**src/inc/ces_pkg.sv**
```systemverilog
package ces_pkg;

    // Register byte offsets
    localparam logic [7:0] CES_OFF_CTRL = 8'h00;
    localparam logic [7:0] CES_OFF_STATE = 8'h04;
    localparam logic [7:0] CES_OFF_PC_LO = 8'h08;
    localparam logic [7:0] CES_OFF_PC_HI = 8'h0C;
    localparam logic [7:0] CES_OFF_EXC = 8'h10;
    localparam logic [7:0] CES_OFF_EXC_ARG_LO = 8'h14;
    localparam logic [7:0] CES_OFF_EXC_ARG_HI = 8'h18;
    localparam logic [7:0] CES_OFF_CFG = 8'h1C;

    // Control register fields and reset value
    localparam int CES_CTRL_W = 3;
    localparam int CES_CTRL_SWAP_BIT = 0;
    localparam int CES_CTRL_FPU_WIDTH_BIT = 1;
    localparam int CES_CTRL_USER_BIT = 2;
    localparam logic [2:0] CES_CTRL_RST = 3'h0;

    // State register field positions
    localparam int CES_ST_CPU_BIG = 0;
    localparam int CES_ST_SWAP = 1;
    localparam int CES_ST_LINK = 2;
    localparam int CES_ST_SLOT = 3;
    localparam int CES_ST_FPU_NARROW = 4;
    localparam int CES_ST_MEM_BIG = 5;
    localparam int CES_ST_RSV_NZ = 6;

    // Configuration register field positions
    localparam int CES_CFG_PHYS_LSB = 0;
    localparam int CES_CFG_SEG_LSB = 8;

    // Instruction word encodings
    localparam logic [5:0] CES_OP_SPECIAL = 6'h00;
    localparam logic [5:0] CES_FN_ADD = 6'h20;
    localparam logic [4:0] CES_SHAMT_ZERO = 5'h00;

    // Program counter steps and strap capture delay
    localparam logic [63:0] CES_PC_STEP_SHORT = 64'h0000_0000_0000_0002;
    localparam logic [63:0] CES_PC_STEP_LONG = 64'h0000_0000_0000_0004;
    localparam logic [1:0] CES_STRAP_WAIT = 2'h2;

    localparam int CES_EXC_W = 5;

    typedef enum logic [1:0] {
        CES_SEQ_LINEAR = 2'b01,
        CES_SEQ_DELAY = 2'b10
    } ces_seq_t;

endpackage : ces_pkg

```
**src/hw/ces_exec_state.sv**
```systemverilog
// Overview of operation
// - Load/store byte order is memory byte order XOR the swap signal.
// - Swap signal is active only with the status swap bit set in user mode.
// - Linked load sets the reservation flag; conditional store tests then clears it.
// - Reservation clears when atomicity is lost, including an exception return that raises no exception and is not also a linked load.
// - Unlabelled effects of an instruction land within its own instruction time.
// - Deferred effects land together with the next instruction's own effects.
// - Updates within one instruction apply in their written order.
// - Without a new PC value, PC steps by 2 for short, 4 otherwise.
// - Taken branch target loads during the delay slot instruction's time.
// - Physical address width is a parameter; space spans two to that power.
// - Segment address width is a parameter; segment spans two to that power.
// - Wide mode gives 32 registers of 64 bits, any holding doubles.
// - Compatibility mode keeps doubles in even-odd register pairs.
// - Status width bit 0 selects 32-bit registers, 1 selects 64-bit.
// - Delay slot indicator set only for instructions truly in a delay slot.
// - Exception records type and argument and ends the instruction for good.
// - Signed add word: opcode 000000, sources, dest, zero 10:6, function 100000.
// - Memory byte order is fixed at reset: 0 little, 1 big.
`timescale 1ns/1ns
module ces_exec_state
    import ces_pkg::*;
#(
    parameter int PHYS_ADDR_WIDTH = 36,
    parameter int SEGMENT_ADDR_WIDTH = 40,
    parameter logic [63:0] RESET_PC = 64'h0000_0000_0000_0000,
    parameter logic [63:0] EXC_VECTOR = 64'h0000_0000_0000_0100
) (
    input wire logic pclk,
    input wire logic presetn,
    input wire logic [7:0] paddr,
    input wire logic psel,
    input wire logic penable,
    input wire logic pwrite,
    input wire logic [31:0] pwdata,
    input wire logic [3:0] pstrb,
    output logic [31:0] prdata,
    output logic pready,
    output logic pslverr,
    input wire logic mem_byte_order_big,
    input wire logic insn_valid,
    input wire logic [31:0] insn_word,
    input wire logic insn_short,
    input wire logic insn_ll,
    input wire logic insn_sc,
    input wire logic insn_eret,
    input wire logic [63:0] ll_paddr,
    input wire logic branch_taken,
    input wire logic [63:0] branch_target,
    input wire logic store_valid,
    input wire logic [63:0] store_paddr,
    input wire logic exc_req,
    input wire logic [4:0] exc_code,
    input wire logic [63:0] exc_arg,
    input wire logic fp_wr_en,
    input wire logic fp_wr_dbl,
    input wire logic [4:0] fp_wr_idx,
    input wire logic [63:0] fp_wr_data,
    input wire logic [4:0] fp_rd_idx,
    input wire logic fp_rd_dbl,
    output logic [63:0] fp_rd_data,
    output logic cpu_byte_order_big,
    output logic byte_order_swap_active,
    output logic link_reservation_flag,
    output logic sc_done,
    output logic sc_success,
    output logic in_delay_slot_flag,
    output logic [63:0] pc,
    output logic raise_exception,
    output logic [4:0] exc_code_out,
    output logic [63:0] exc_arg_out,
    output logic fpu_narrow_reg_mode,
    output logic add_decoded,
    output logic reserved_field_nz,
    output logic [4:0] src_reg_a,
    output logic [4:0] src_reg_b,
    output logic [4:0] dst_reg
);

    // Address widths are configuration; physical width also masks reservation compares; spaces span two to these powers
    if (PHYS_ADDR_WIDTH < 1 || PHYS_ADDR_WIDTH > 64) begin : g_bad_phys
        $error("ces_exec_state: physical address width out of range");
    end
    if (SEGMENT_ADDR_WIDTH < 1 || SEGMENT_ADDR_WIDTH > 64) begin : g_bad_seg
        $error("ces_exec_state: segment address width out of range");
    end

    localparam logic [63:0] PHYS_MASK = 64'hFFFF_FFFF_FFFF_FFFF >> (64 - PHYS_ADDR_WIDTH);
    localparam logic [7:0] PHYS_W8 = 8'(PHYS_ADDR_WIDTH);
    localparam logic [7:0] SEG_W8 = 8'(SEGMENT_ADDR_WIDTH);

    typedef struct packed {
        logic strap_s1;
        logic strap_s2;
        logic [1:0] strap_cnt;
        logic mem_big;
        logic [CES_CTRL_W-1:0] ctrl;
        logic swap;
        logic cpu_big;
        logic narrow;
        logic ll;
        logic [63:0] res_addr;
        logic sc_done;
        logic sc_ok;
        ces_seq_t seq;
        logic [63:0] slot_target;
        logic in_slot;
        logic [63:0] pc;
        logic exc_sig;
        logic [CES_EXC_W-1:0] exc_code;
        logic [63:0] exc_arg;
        logic add_dec;
        logic rsv_nz;
        logic [4:0] src_a;
        logic [4:0] src_b;
        logic [4:0] dst;
        logic [31:0] prdata;
        logic pready;
        logic pslverr;
    } ces_main_st_t;

    localparam ces_main_st_t ST_RST = '{
        default: '0,
        ctrl: CES_CTRL_RST,
        narrow: 1'b1,
        seq: CES_SEQ_LINEAR,
        pc: RESET_PC
    };

    ces_main_st_t st_q;
    ces_main_st_t st_d;

    logic dec_add;
    logic dec_rsv;
    logic [4:0] dec_a;
    logic [4:0] dec_b;
    logic [4:0] dec_dst;

    ces_insn_dec u_dec (
        .insn(insn_word),
        .is_add(dec_add),
        .rsv_nz(dec_rsv),
        .src_a(dec_a),
        .src_b(dec_b),
        .dst(dec_dst)
    );

    ces_fpr_mem #(
        .DEPTH(32),
        .WIDTH(64)
    ) u_fpr (
        .clk(pclk),
        .rst_n(presetn),
        .narrow(st_q.narrow),
        .wr_en(fp_wr_en),
        .wr_dbl(fp_wr_dbl),
        .wr_idx(fp_wr_idx),
        .wr_data(fp_wr_data),
        .rd_idx(fp_rd_idx),
        .rd_dbl(fp_rd_dbl),
        .rd_data(fp_rd_data)
    );

    function automatic logic ces_addr_hit(input logic [7:0] a);
        ces_addr_hit = (a == CES_OFF_CTRL) || (a == CES_OFF_STATE) || (a == CES_OFF_PC_LO)
            || (a == CES_OFF_PC_HI) || (a == CES_OFF_EXC) || (a == CES_OFF_EXC_ARG_LO)
            || (a == CES_OFF_EXC_ARG_HI) || (a == CES_OFF_CFG);
    endfunction : ces_addr_hit

    always_comb begin
        logic [31:0] rd_val;
        logic [31:0] state_w;
        logic xfer;
        st_d = st_q;
        rd_val = '0;
        state_w = '0;
        xfer = insn_valid && !exc_req;

        // Memory byte order strap: synchronised, then frozen after reset
        st_d.strap_s1 = mem_byte_order_big;
        st_d.strap_s2 = st_q.strap_s1;
        if (st_q.strap_cnt != CES_STRAP_WAIT + 2'h1) begin
            st_d.strap_cnt = st_q.strap_cnt + 2'h1;
        end
        if (st_q.strap_cnt == CES_STRAP_WAIT) begin
            st_d.mem_big = st_q.strap_s2;
        end

        // Register bus: zero wait states, answer registered in setup cycle
        st_d.pready = 1'b0;
        st_d.pslverr = 1'b0;
        st_d.prdata = '0;
        state_w[CES_ST_CPU_BIG] = st_q.cpu_big;
        state_w[CES_ST_SWAP] = st_q.swap;
        state_w[CES_ST_LINK] = st_q.ll;
        state_w[CES_ST_SLOT] = st_q.in_slot;
        state_w[CES_ST_FPU_NARROW] = st_q.narrow;
        state_w[CES_ST_MEM_BIG] = st_q.mem_big;
        state_w[CES_ST_RSV_NZ] = st_q.rsv_nz;
        case (paddr)
            CES_OFF_CTRL: rd_val = {{(32 - CES_CTRL_W){1'b0}}, st_q.ctrl};
            CES_OFF_STATE: rd_val = state_w;
            CES_OFF_PC_LO: rd_val = st_q.pc[31:0];
            CES_OFF_PC_HI: rd_val = st_q.pc[63:32];
            CES_OFF_EXC: rd_val = {{(32 - CES_EXC_W){1'b0}}, st_q.exc_code};
            CES_OFF_EXC_ARG_LO: rd_val = st_q.exc_arg[31:0];
            CES_OFF_EXC_ARG_HI: rd_val = st_q.exc_arg[63:32];
            CES_OFF_CFG: rd_val = 32'(SEG_W8) << CES_CFG_SEG_LSB | 32'(PHYS_W8) << CES_CFG_PHYS_LSB;
            default: rd_val = '0;
        endcase
        if (psel && !penable) begin
            st_d.pready = 1'b1;
            st_d.pslverr = !ces_addr_hit(paddr);
            if (!pwrite && ces_addr_hit(paddr)) begin
                st_d.prdata = rd_val;
            end
        end
        if (psel && penable && st_q.pready && pwrite && paddr == CES_OFF_CTRL && pstrb[0]) begin
            st_d.ctrl = pwdata[CES_CTRL_W-1:0];
        end

        st_d.swap = st_d.ctrl[CES_CTRL_SWAP_BIT] && st_d.ctrl[CES_CTRL_USER_BIT];
        st_d.cpu_big = st_d.mem_big ^ st_d.swap;
        st_d.narrow = !st_d.ctrl[CES_CTRL_FPU_WIDTH_BIT];

        // Effects of one instruction land in its single valid cycle; a taken branch target lands with the delay slot instruction
        st_d.sc_done = 1'b0;
        st_d.exc_sig = 1'b0;
        if (store_valid && st_q.ll
                && (store_paddr & PHYS_MASK) == (st_q.res_addr & PHYS_MASK)) begin
            st_d.ll = 1'b0;
        end
        if (insn_valid && exc_req) begin
            // Exception ends the sequence; no other effect of this instruction lands
            st_d.exc_sig = 1'b1;
            st_d.exc_code = exc_code;
            st_d.exc_arg = exc_arg;
            st_d.pc = EXC_VECTOR;
            st_d.seq = CES_SEQ_LINEAR;
            st_d.in_slot = 1'b0;
        end else if (xfer) begin
            st_d.add_dec = dec_add;
            st_d.rsv_nz = dec_rsv;
            st_d.src_a = dec_a;
            st_d.src_b = dec_b;
            st_d.dst = dec_dst;
            // Conditional store tests the flag, then clears it, in that order
            if (insn_sc) begin
                st_d.sc_done = 1'b1;
                st_d.sc_ok = st_q.ll;
                st_d.ll = 1'b0;
            end
            if (insn_eret) begin
                st_d.ll = 1'b0;
            end
            if (insn_ll) begin
                st_d.ll = 1'b1;
                st_d.res_addr = ll_paddr & PHYS_MASK;
            end
            unique case (st_q.seq)
                CES_SEQ_LINEAR: begin
                    st_d.in_slot = 1'b0;
                    st_d.pc = st_q.pc + (insn_short ? CES_PC_STEP_SHORT : CES_PC_STEP_LONG);
                    if (branch_taken) begin
                        st_d.slot_target = branch_target;
                        st_d.seq = CES_SEQ_DELAY;
                    end
                end
                CES_SEQ_DELAY: begin
                    st_d.in_slot = 1'b1;
                    st_d.pc = st_q.slot_target;
                    st_d.seq = CES_SEQ_LINEAR;
                end
            endcase
        end
    end

    always_ff @(posedge pclk or negedge presetn) begin
        if (!presetn) begin
            st_q <= ST_RST;
        end else begin
            st_q <= st_d;
        end
    end

    assign prdata = st_q.prdata;
    assign pready = st_q.pready;
    assign pslverr = st_q.pslverr;
    assign cpu_byte_order_big = st_q.cpu_big;
    assign byte_order_swap_active = st_q.swap;
    assign link_reservation_flag = st_q.ll;
    assign sc_done = st_q.sc_done;
    assign sc_success = st_q.sc_ok;
    assign in_delay_slot_flag = st_q.in_slot;
    assign pc = st_q.pc;
    assign raise_exception = st_q.exc_sig;
    assign exc_code_out = st_q.exc_code;
    assign exc_arg_out = st_q.exc_arg;
    assign fpu_narrow_reg_mode = st_q.narrow;
    assign add_decoded = st_q.add_dec;
    assign reserved_field_nz = st_q.rsv_nz;
    assign src_reg_a = st_q.src_a;
    assign src_reg_b = st_q.src_b;
    assign dst_reg = st_q.dst;
endmodule : ces_exec_state

```
**src/hw/ces_insn_dec.sv**
```systemverilog
`timescale 1ns/1ns
module ces_insn_dec
    import ces_pkg::*;
(
    input wire logic [31:0] insn,
    output logic is_add,
    output logic rsv_nz,
    output logic [4:0] src_a,
    output logic [4:0] src_b,
    output logic [4:0] dst
);

    function automatic logic [4:0] ces_field5(input logic [31:0] w, input int lsb);
        ces_field5 = w[lsb +: 5];
    endfunction : ces_field5

    // Register-form layout: opcode 31:26, sources 25:21 and 20:16, dest 15:11
    always_comb begin
        src_a = ces_field5(insn, 21);
        src_b = ces_field5(insn, 16);
        dst = ces_field5(insn, 11);
        rsv_nz = (insn[31:26] == CES_OP_SPECIAL) && (ces_field5(insn, 6) != CES_SHAMT_ZERO);
        is_add = (insn[31:26] == CES_OP_SPECIAL) && (insn[5:0] == CES_FN_ADD)
            && (ces_field5(insn, 6) == CES_SHAMT_ZERO);
    end

endmodule : ces_insn_dec

```
**src/hw/ces_fpr_mem.sv**
```systemverilog
`timescale 1ns/1ns
module ces_fpr_mem #(
    parameter int DEPTH = 32,
    parameter int WIDTH = 64
) (
    input wire logic clk,
    input wire logic rst_n,
    input wire logic narrow,
    input wire logic wr_en,
    input wire logic wr_dbl,
    input wire logic [$clog2(DEPTH)-1:0] wr_idx,
    input wire logic [WIDTH-1:0] wr_data,
    input wire logic [$clog2(DEPTH)-1:0] rd_idx,
    input wire logic rd_dbl,
    output logic [WIDTH-1:0] rd_data
);

    localparam int IW = $clog2(DEPTH);
    localparam int HALF = WIDTH / 2;

    if (DEPTH < 2 || (DEPTH & (DEPTH - 1)) != 0 || WIDTH < 2 || WIDTH % 2 != 0) begin : g_bad
        $error("ces_fpr_mem: depth must be a power of two, width even");
    end

    typedef struct packed {
        logic [DEPTH-1:0][WIDTH-1:0] ent;
        logic [WIDTH-1:0] rd;
    } ces_fpr_st_t;

    ces_fpr_st_t st_q;
    ces_fpr_st_t st_d;

    always_comb begin
        logic [IW-1:0] w_ev;
        logic [IW-1:0] w_od;
        logic [IW-1:0] r_ev;
        logic [IW-1:0] r_od;
        w_ev = {wr_idx[IW-1:1], 1'b0};
        w_od = {wr_idx[IW-1:1], 1'b1};
        r_ev = {rd_idx[IW-1:1], 1'b0};
        r_od = {rd_idx[IW-1:1], 1'b1};
        st_d = st_q;
        if (wr_en) begin
            if (!narrow) begin
                st_d.ent[wr_idx] = wr_data;
            end else if (wr_dbl) begin
                st_d.ent[w_ev][HALF-1:0] = wr_data[HALF-1:0];
                st_d.ent[w_od][HALF-1:0] = wr_data[WIDTH-1:HALF];
            end else begin
                st_d.ent[wr_idx][HALF-1:0] = wr_data[HALF-1:0];
            end
        end
        if (!narrow) begin
            st_d.rd = st_q.ent[rd_idx];
        end else if (rd_dbl) begin
            st_d.rd = {st_q.ent[r_od][HALF-1:0], st_q.ent[r_ev][HALF-1:0]};
        end else begin
            st_d.rd = {{HALF{1'b0}}, st_q.ent[rd_idx][HALF-1:0]};
        end
    end

    always_ff @(posedge clk or negedge rst_n) begin
        if (!rst_n) begin
            st_q <= '0;
        end else begin
            st_q <= st_d;
        end
    end

    assign rd_data = st_q.rd;

endmodule : ces_fpr_mem

```
**config.mk**
```make
export PLATFORM = sky130hd
export DESIGN_NAME = ces_exec_state
export DESIGN_NICKNAME = d
export VERILOG_FILES = /design/src/inc/ces_pkg.sv /design/src/hw/ces_exec_state.sv /design/src/hw/ces_insn_dec.sv /design/src/hw/ces_fpr_mem.sv
export SDC_FILE = /design/constraint.sdc
export NUM_CORES = 2
export LEC_CHECK = 0
export CAP_MARGIN = 20
export CORE_AREA = 4 4 538 380
export DETAILED_ROUTE_END_ITERATION = 7
export DIE_AREA = 0 0 542 384
export DONT_BUFFER_PORTS = 1
export PLACE_DENSITY_LB_ADDON = 0.2
export SLEW_MARGIN = 15
export SYNTH_ARGS = -nofsm -noshare
export SYNTH_HDL_FRONTEND = slang
export SYNTH_SLANG_ARGS = --single-unit
```
**constraint.sdc**
```tcl
create_clock -name pclk -period 2.9 [get_ports pclk]
set_input_delay 0.145 -clock pclk [delete_from_list [all_inputs] [get_ports pclk]]
set_output_delay 0.145 -clock pclk [all_outputs]
set_load 0.05 [all_outputs]
```
; Word-level counts from Yosys, hierarchy flattened
; Index checks and enable logic that the tools add are counted.
[word_totals]
register_bits = 2414
out_inout_bits = 256
[op_classes]
add_sub_neg = 2
magnitude_cmp = 9
eq_ne = 14
muxes = 42
bitwise = 2
reduce_logical = 40
[ops]
columns = operator, n
row1 = $bwmux 2048, 4
row2 = $mux 2048, 2
row3 = $demux 64 s5, 2
row4 = $bmux 64 s4, 2
row5 = $demux 64 s4, 2
row6 = $bmux 64 s5, 1
row7 = $mux 64, 5
row8 = $pmux 32 s8, 1
row9 = $mux 198, 1
row10 = $mux 32, 6
row11 = $mux 65, 2
row12 = $pmux 65 s2, 1
row13 = $mux 70, 1
row14 = $mux 67, 1
row15 = $mux 66, 1
row16 = $add 64x3->64, 1
row17 = $eq 36x36->1, 1
row18 = $lt 5x6->1 const B, 6
row19 = $mux 34, 1
row20 = $eq 8x5->1 const B, 4
row21 = $logic_and 1x1->1, 18
row22 = $eq 8x4->1 const B, 2
row23 = $ge 5x1->1 const B, 3
row24 = $eq 8x3->1 const B, 1
row25 = 22 further kinds, 40

; Depth between registers and ports, before layout
[logic_depth]
depth_word = 11
depth_mapped = 11
ltp_nobuf = 8

; By module
; A second synthesis with hierarchy kept.
[hier_totals]
hier_cells = 8766
area_unflattened_um2 = 115159.2
[by_module_without_submodules]
columns = module, instances, cells_per_inst, area_each_um2
row1 = ces_fpr_mem, 1, 7385, 99720.6
row2 = ces_exec_state, 1, 1357, 15267.1
row3 = ces_insn_dec, 1, 24, 171.4

; Worst setup path before layout
; No wires, ideal clock.
[synth_path]
path_type = register to register
from = register st_q (netlist bit fpu_narrow_reg_mode)
to = register u_fpr.st_q (netlist bit u_fpr.rd_data[18])
setup_ns = 0.131
arrival_ns = 2.202
slack_ns = 0.566
path_stages_with_launch = 10
n_path_buf = 3
path_cell_list = dfstp_2 > buf_2 > clkbuf_1 > nand2_1 > nand2b_1 > nor2_1 > clkbuf_1 > a21oi_1 > o21ai_0 > or3_1
[synth_lines]
columns = element, line_no
row1 = from (decl), ces_exec_state.sv:130  ; ces_main_st_t st_q;
row2 = from (signal assigned), ces_exec_state.sv:282  ; st_q <= st_d;
row3 = to (signal assigned), ces_fpr_mem.sv:66  ; st_q <= st_d;
row4 = to (decl), ces_fpr_mem.sv:30  ; ces_fpr_st_t st_q;

==> flow_summary.yaml <==
global_routing:
  grt_pass1_wl_mm: 581
  grt_usage_pct: 37.7
  grt_max_degree: 567
  grt_pass1_vias: 86000
  gr-total-overflow: 0
  antenna_found_initial: 34
die:
  dieHeight_microns: 384
  fp.dieW_microns: 542
  ios: 684
  start_util_pct: 58.8
  core_sq_mm: 0.199
  rows: 137
  die-area_sq_mm: 0.208
critical_path:
  critPathLaunchType: "primary input"
  cp.required_ns: 3.72
  worstPathArrival_ns: 3.80
  path_cells: "buf_12 -> buf_16 -> inv_4 -> nor2_2 -> buf_4 -> a22oi_1 -> a31oi_1 -> a21oi_1 -> dlygate4sd3_1 -> o21ai_0"
  worstSetupEndpointType: "flop"
  timing.critical_path.slowest_cell_delay_ns: 0.62
  crit_family: "buffers and inverters"
  critPathBufInv: 5
  slowest_stage: "dlygate4sd3_1"
  crit_fanout: 138
  path_class: "primary input to flop"
timing:
  slew_viol_final: 0
  fmax_mhz: 335
  hold_ws_ns: -1.04
  totalNegativeSetupSlack_ns: -0.223
  slew_headroom_pct: 13.1
  finalSetupViolCount: 9
  fin_crit_sh_pct: 103
  worst_pin_slew_ns: 1.30
  setup_ws_ns: -0.0850
  finalClockSkew_ns: 0.0539
  fin_crit_ns: 2.98
  hold_violations: 423
logic_synthesis:
  yosysWarnings: 0
  synth_ff_type: "dfrtp_1"
  syn_inst: 9181
  ys_async_sr_fraction_pct: 100
  ys_seq_elements: 2414
  synth-edff-count: 0
  syn_area_sq_mm: 0.117
  synth_cell_types: 79
  ys_seq_area_share_pct: 51.6
  synth_area_per_cell_sq_um: 12.7
  synthesis.nets: 9614
power_and_ir_drop:
  ir_worst_vdd_v: 0.000505
  power_density_mw_per_mm2: 645
  p_leak_nw: 61.4
  power_mw: 87.4
flow_run:
  drv_cap: 0
placed_design:
  dp_hpwl_mm: 233
  placed_area_sq_mm: 0.119
  place_inst: 11000
  gp_congestion: 0.926
  io_buffer_count: 0
clock_tree:
  clock-sinks: 2414
  cts_tree: "yes"
  cts_inserted_buffers: 233
  cts_buffer_depth: 4
  insertion_delay_ns: 0.92
  cts_root_buffer: "clkbuf_16"
  path_clk_slew_ns: 0.06
  htree_levels: 4
finish:
  drive_gt1_share_pct: 33.4
  synthToLayoutAreaGrowth_pct: 15.7
  regMostFlops: "u_fpr.st_q"
  fin_nets: 9823
  finish.instance_area_sq_mm: 0.135
  fillers: 13700
  largest_register_ff_count: 2048
  reg_top3: "u_fpr.st_q x2048, st_q x109"
  instances_no_fill: 12200
detailed_routing:
  via_per_inst: 7.00
  drt-total-wl_mm: 402
  dr.first_iter.drc_count: 12000
  dr.pass1.iters: 8
  wl_per_cell_microns: 32.8
  vias: 85700
  drtAntennaViolNets: 0
  drc: 0
outcome:
  outcome: "finished, violations left"
  failed_checks: "hold timing, setup timing"
min_path:
  hold_path.class: "primary input to asynchronous set/reset pin"
==> where the power goes <==
part	switching [mW]	total [mW]	internal [mW]
Sequential	4.15	41.8	37.7
Combinational	6.65	13.7	7.07
Clock	13.5	31.8	18.3
Total	24.3	87.4	63.0
==> cell families (layout without fill, tap and decap cells) <==
logic type      Yosys count  count (layout)  synth area share (%)
other cells               0              37                     0
xor+xnor                 50              50                 0.374
fa+ha+maj                 5               5                0.0599
compound gates         1768            1768                  8.54
simple gates           1196            1196                  4.54
mux                    2593            2593                  29.8
flops                  2414            2414                  51.6
buf+inv                1155            1545                  5.03
==> per-layer routing <==
layer,track usage (%),wire length (microns),up-vias
met3,14.0,54600,1302
met1,52.4,155000,44500
met2,53.3,172000,5992
li1,-,-,33900
met4,16.4,20800,10
met5,0.881,62,-
==> worst reg2reg max path: stages (launching register included) <==
cell     delay [ns]
dfstp_2        0.72
buf_4          0.18
nand2_2        0.07
nand2_1        0.12
buf_12         0.21
and2_1         0.17
buf_6          0.23
nand2_2        0.31
buf_12         0.30
mux2_2         0.49
==> through the flow <==
step / utilization [%] / setup WS (ns)
floorplan: - / 0.566
global placement: 59.6 / -1.51
detailed placement: 59.7 / -1.35
CTS: 67.5 / 0.000530
global route: 68.1 / -0.0184
finish: 68.1 / -0.0850
==> final cells by class <==
cell class | instances | area [sq um] | share of cell area [%]
sequential | 2414 | 60400 | 44.6
multi-input combinational | 5612 | 51300 | 37.9
timing repair buffer | 1112 | 12300 | 9.10
clock buffer | 345 | 7000 | 5.17
tap | 2641 | 3300 | 2.44
clock inverter | 71 | 902 | 0.666
antenna | 37 | 92.6 | 0.0684
inverter | 17 | 67.6 | 0.0499
==> synthesized netlist by cell type (all sizes together), types with 16 or more instances <==
cell type	instances	share of area [%]
nand3	74	0.32
o211ai	17	0.11
mux2i	340	2.9
o221ai	79	0.59
a21oi	689	2.9
nor2	104	0.34
mux2	1710	16
a221oi	18	0.13
and3	49	0.26
o21ai	668	2.9
a22oi	94	0.60
dfrtp	2412	52
nor3	24	0.11
nor4	25	0.19
inv	16	0.051
a31oi	49	0.26
nand4	38	0.22
o22ai	49	0.26
a211oi	19	0.12
clkbuf	522	1.7
mux4	543	10
xnor2	31	0.23
buf	616	3.3
a211o	18	0.13
and2	20	0.11
or3	18	0.10
xor2	19	0.14
nand2	782	2.5
==> what timing repair did <==
action | CTS | global route
hold endpoints to repair | 3002 | 960
setup endpoints to repair | 252 | 473
setup buffers | 0 | 3
pin swaps | 0 | 1
hold buffers | 710 | 27
gates resized for setup | 0 | 14
cloned | 1 | 8
==> cells in the final DEF, fill, tap and decap left out, types with 39 or more instances in the layout <==
cell,instances
clkbuf_1,41
dfrtp_1,2412
buf_12,117
mux2_2,1678
mux4_2,543
nand2_2,50
o22ai_1,49
clkbuf_16,244
dlygate4sd3_1,661
a21oi_1,689
buf_4,268
and3_1,47
o221ai_1,79
o21ai_1,59
clkinv_2,39
nand3_1,72
a31oi_1,49
nor2_1,80
o21ai_0,593
mux2i_1,340
nand2_1,730
clkbuf_8,68
a22oi_1,94
==> final timing paths <==
check | start | end | slack [ns] | cells past startpoint
hold / removal | presetn | prdata[21] | -1.04 | 0
max in group asynchronous | presetn | u_fpr.st_q[1452] | 0.62 | 8
min in group pclk | fp_wr_idx[2] | u_fpr.st_q[512] | -0.01 | 5
setup / recovery | fp_rd_idx[3] | u_fpr.rd_data[52] | -0.08 | 10
setup reg to reg | fpu_narrow_reg_mode | u_fpr.st_q[986] | -0.03 | 9
hold reg to reg | st_d[328] | st_q[328] | 0.38 | 0
Note: power is estimated with default switching activity, not from simulation.
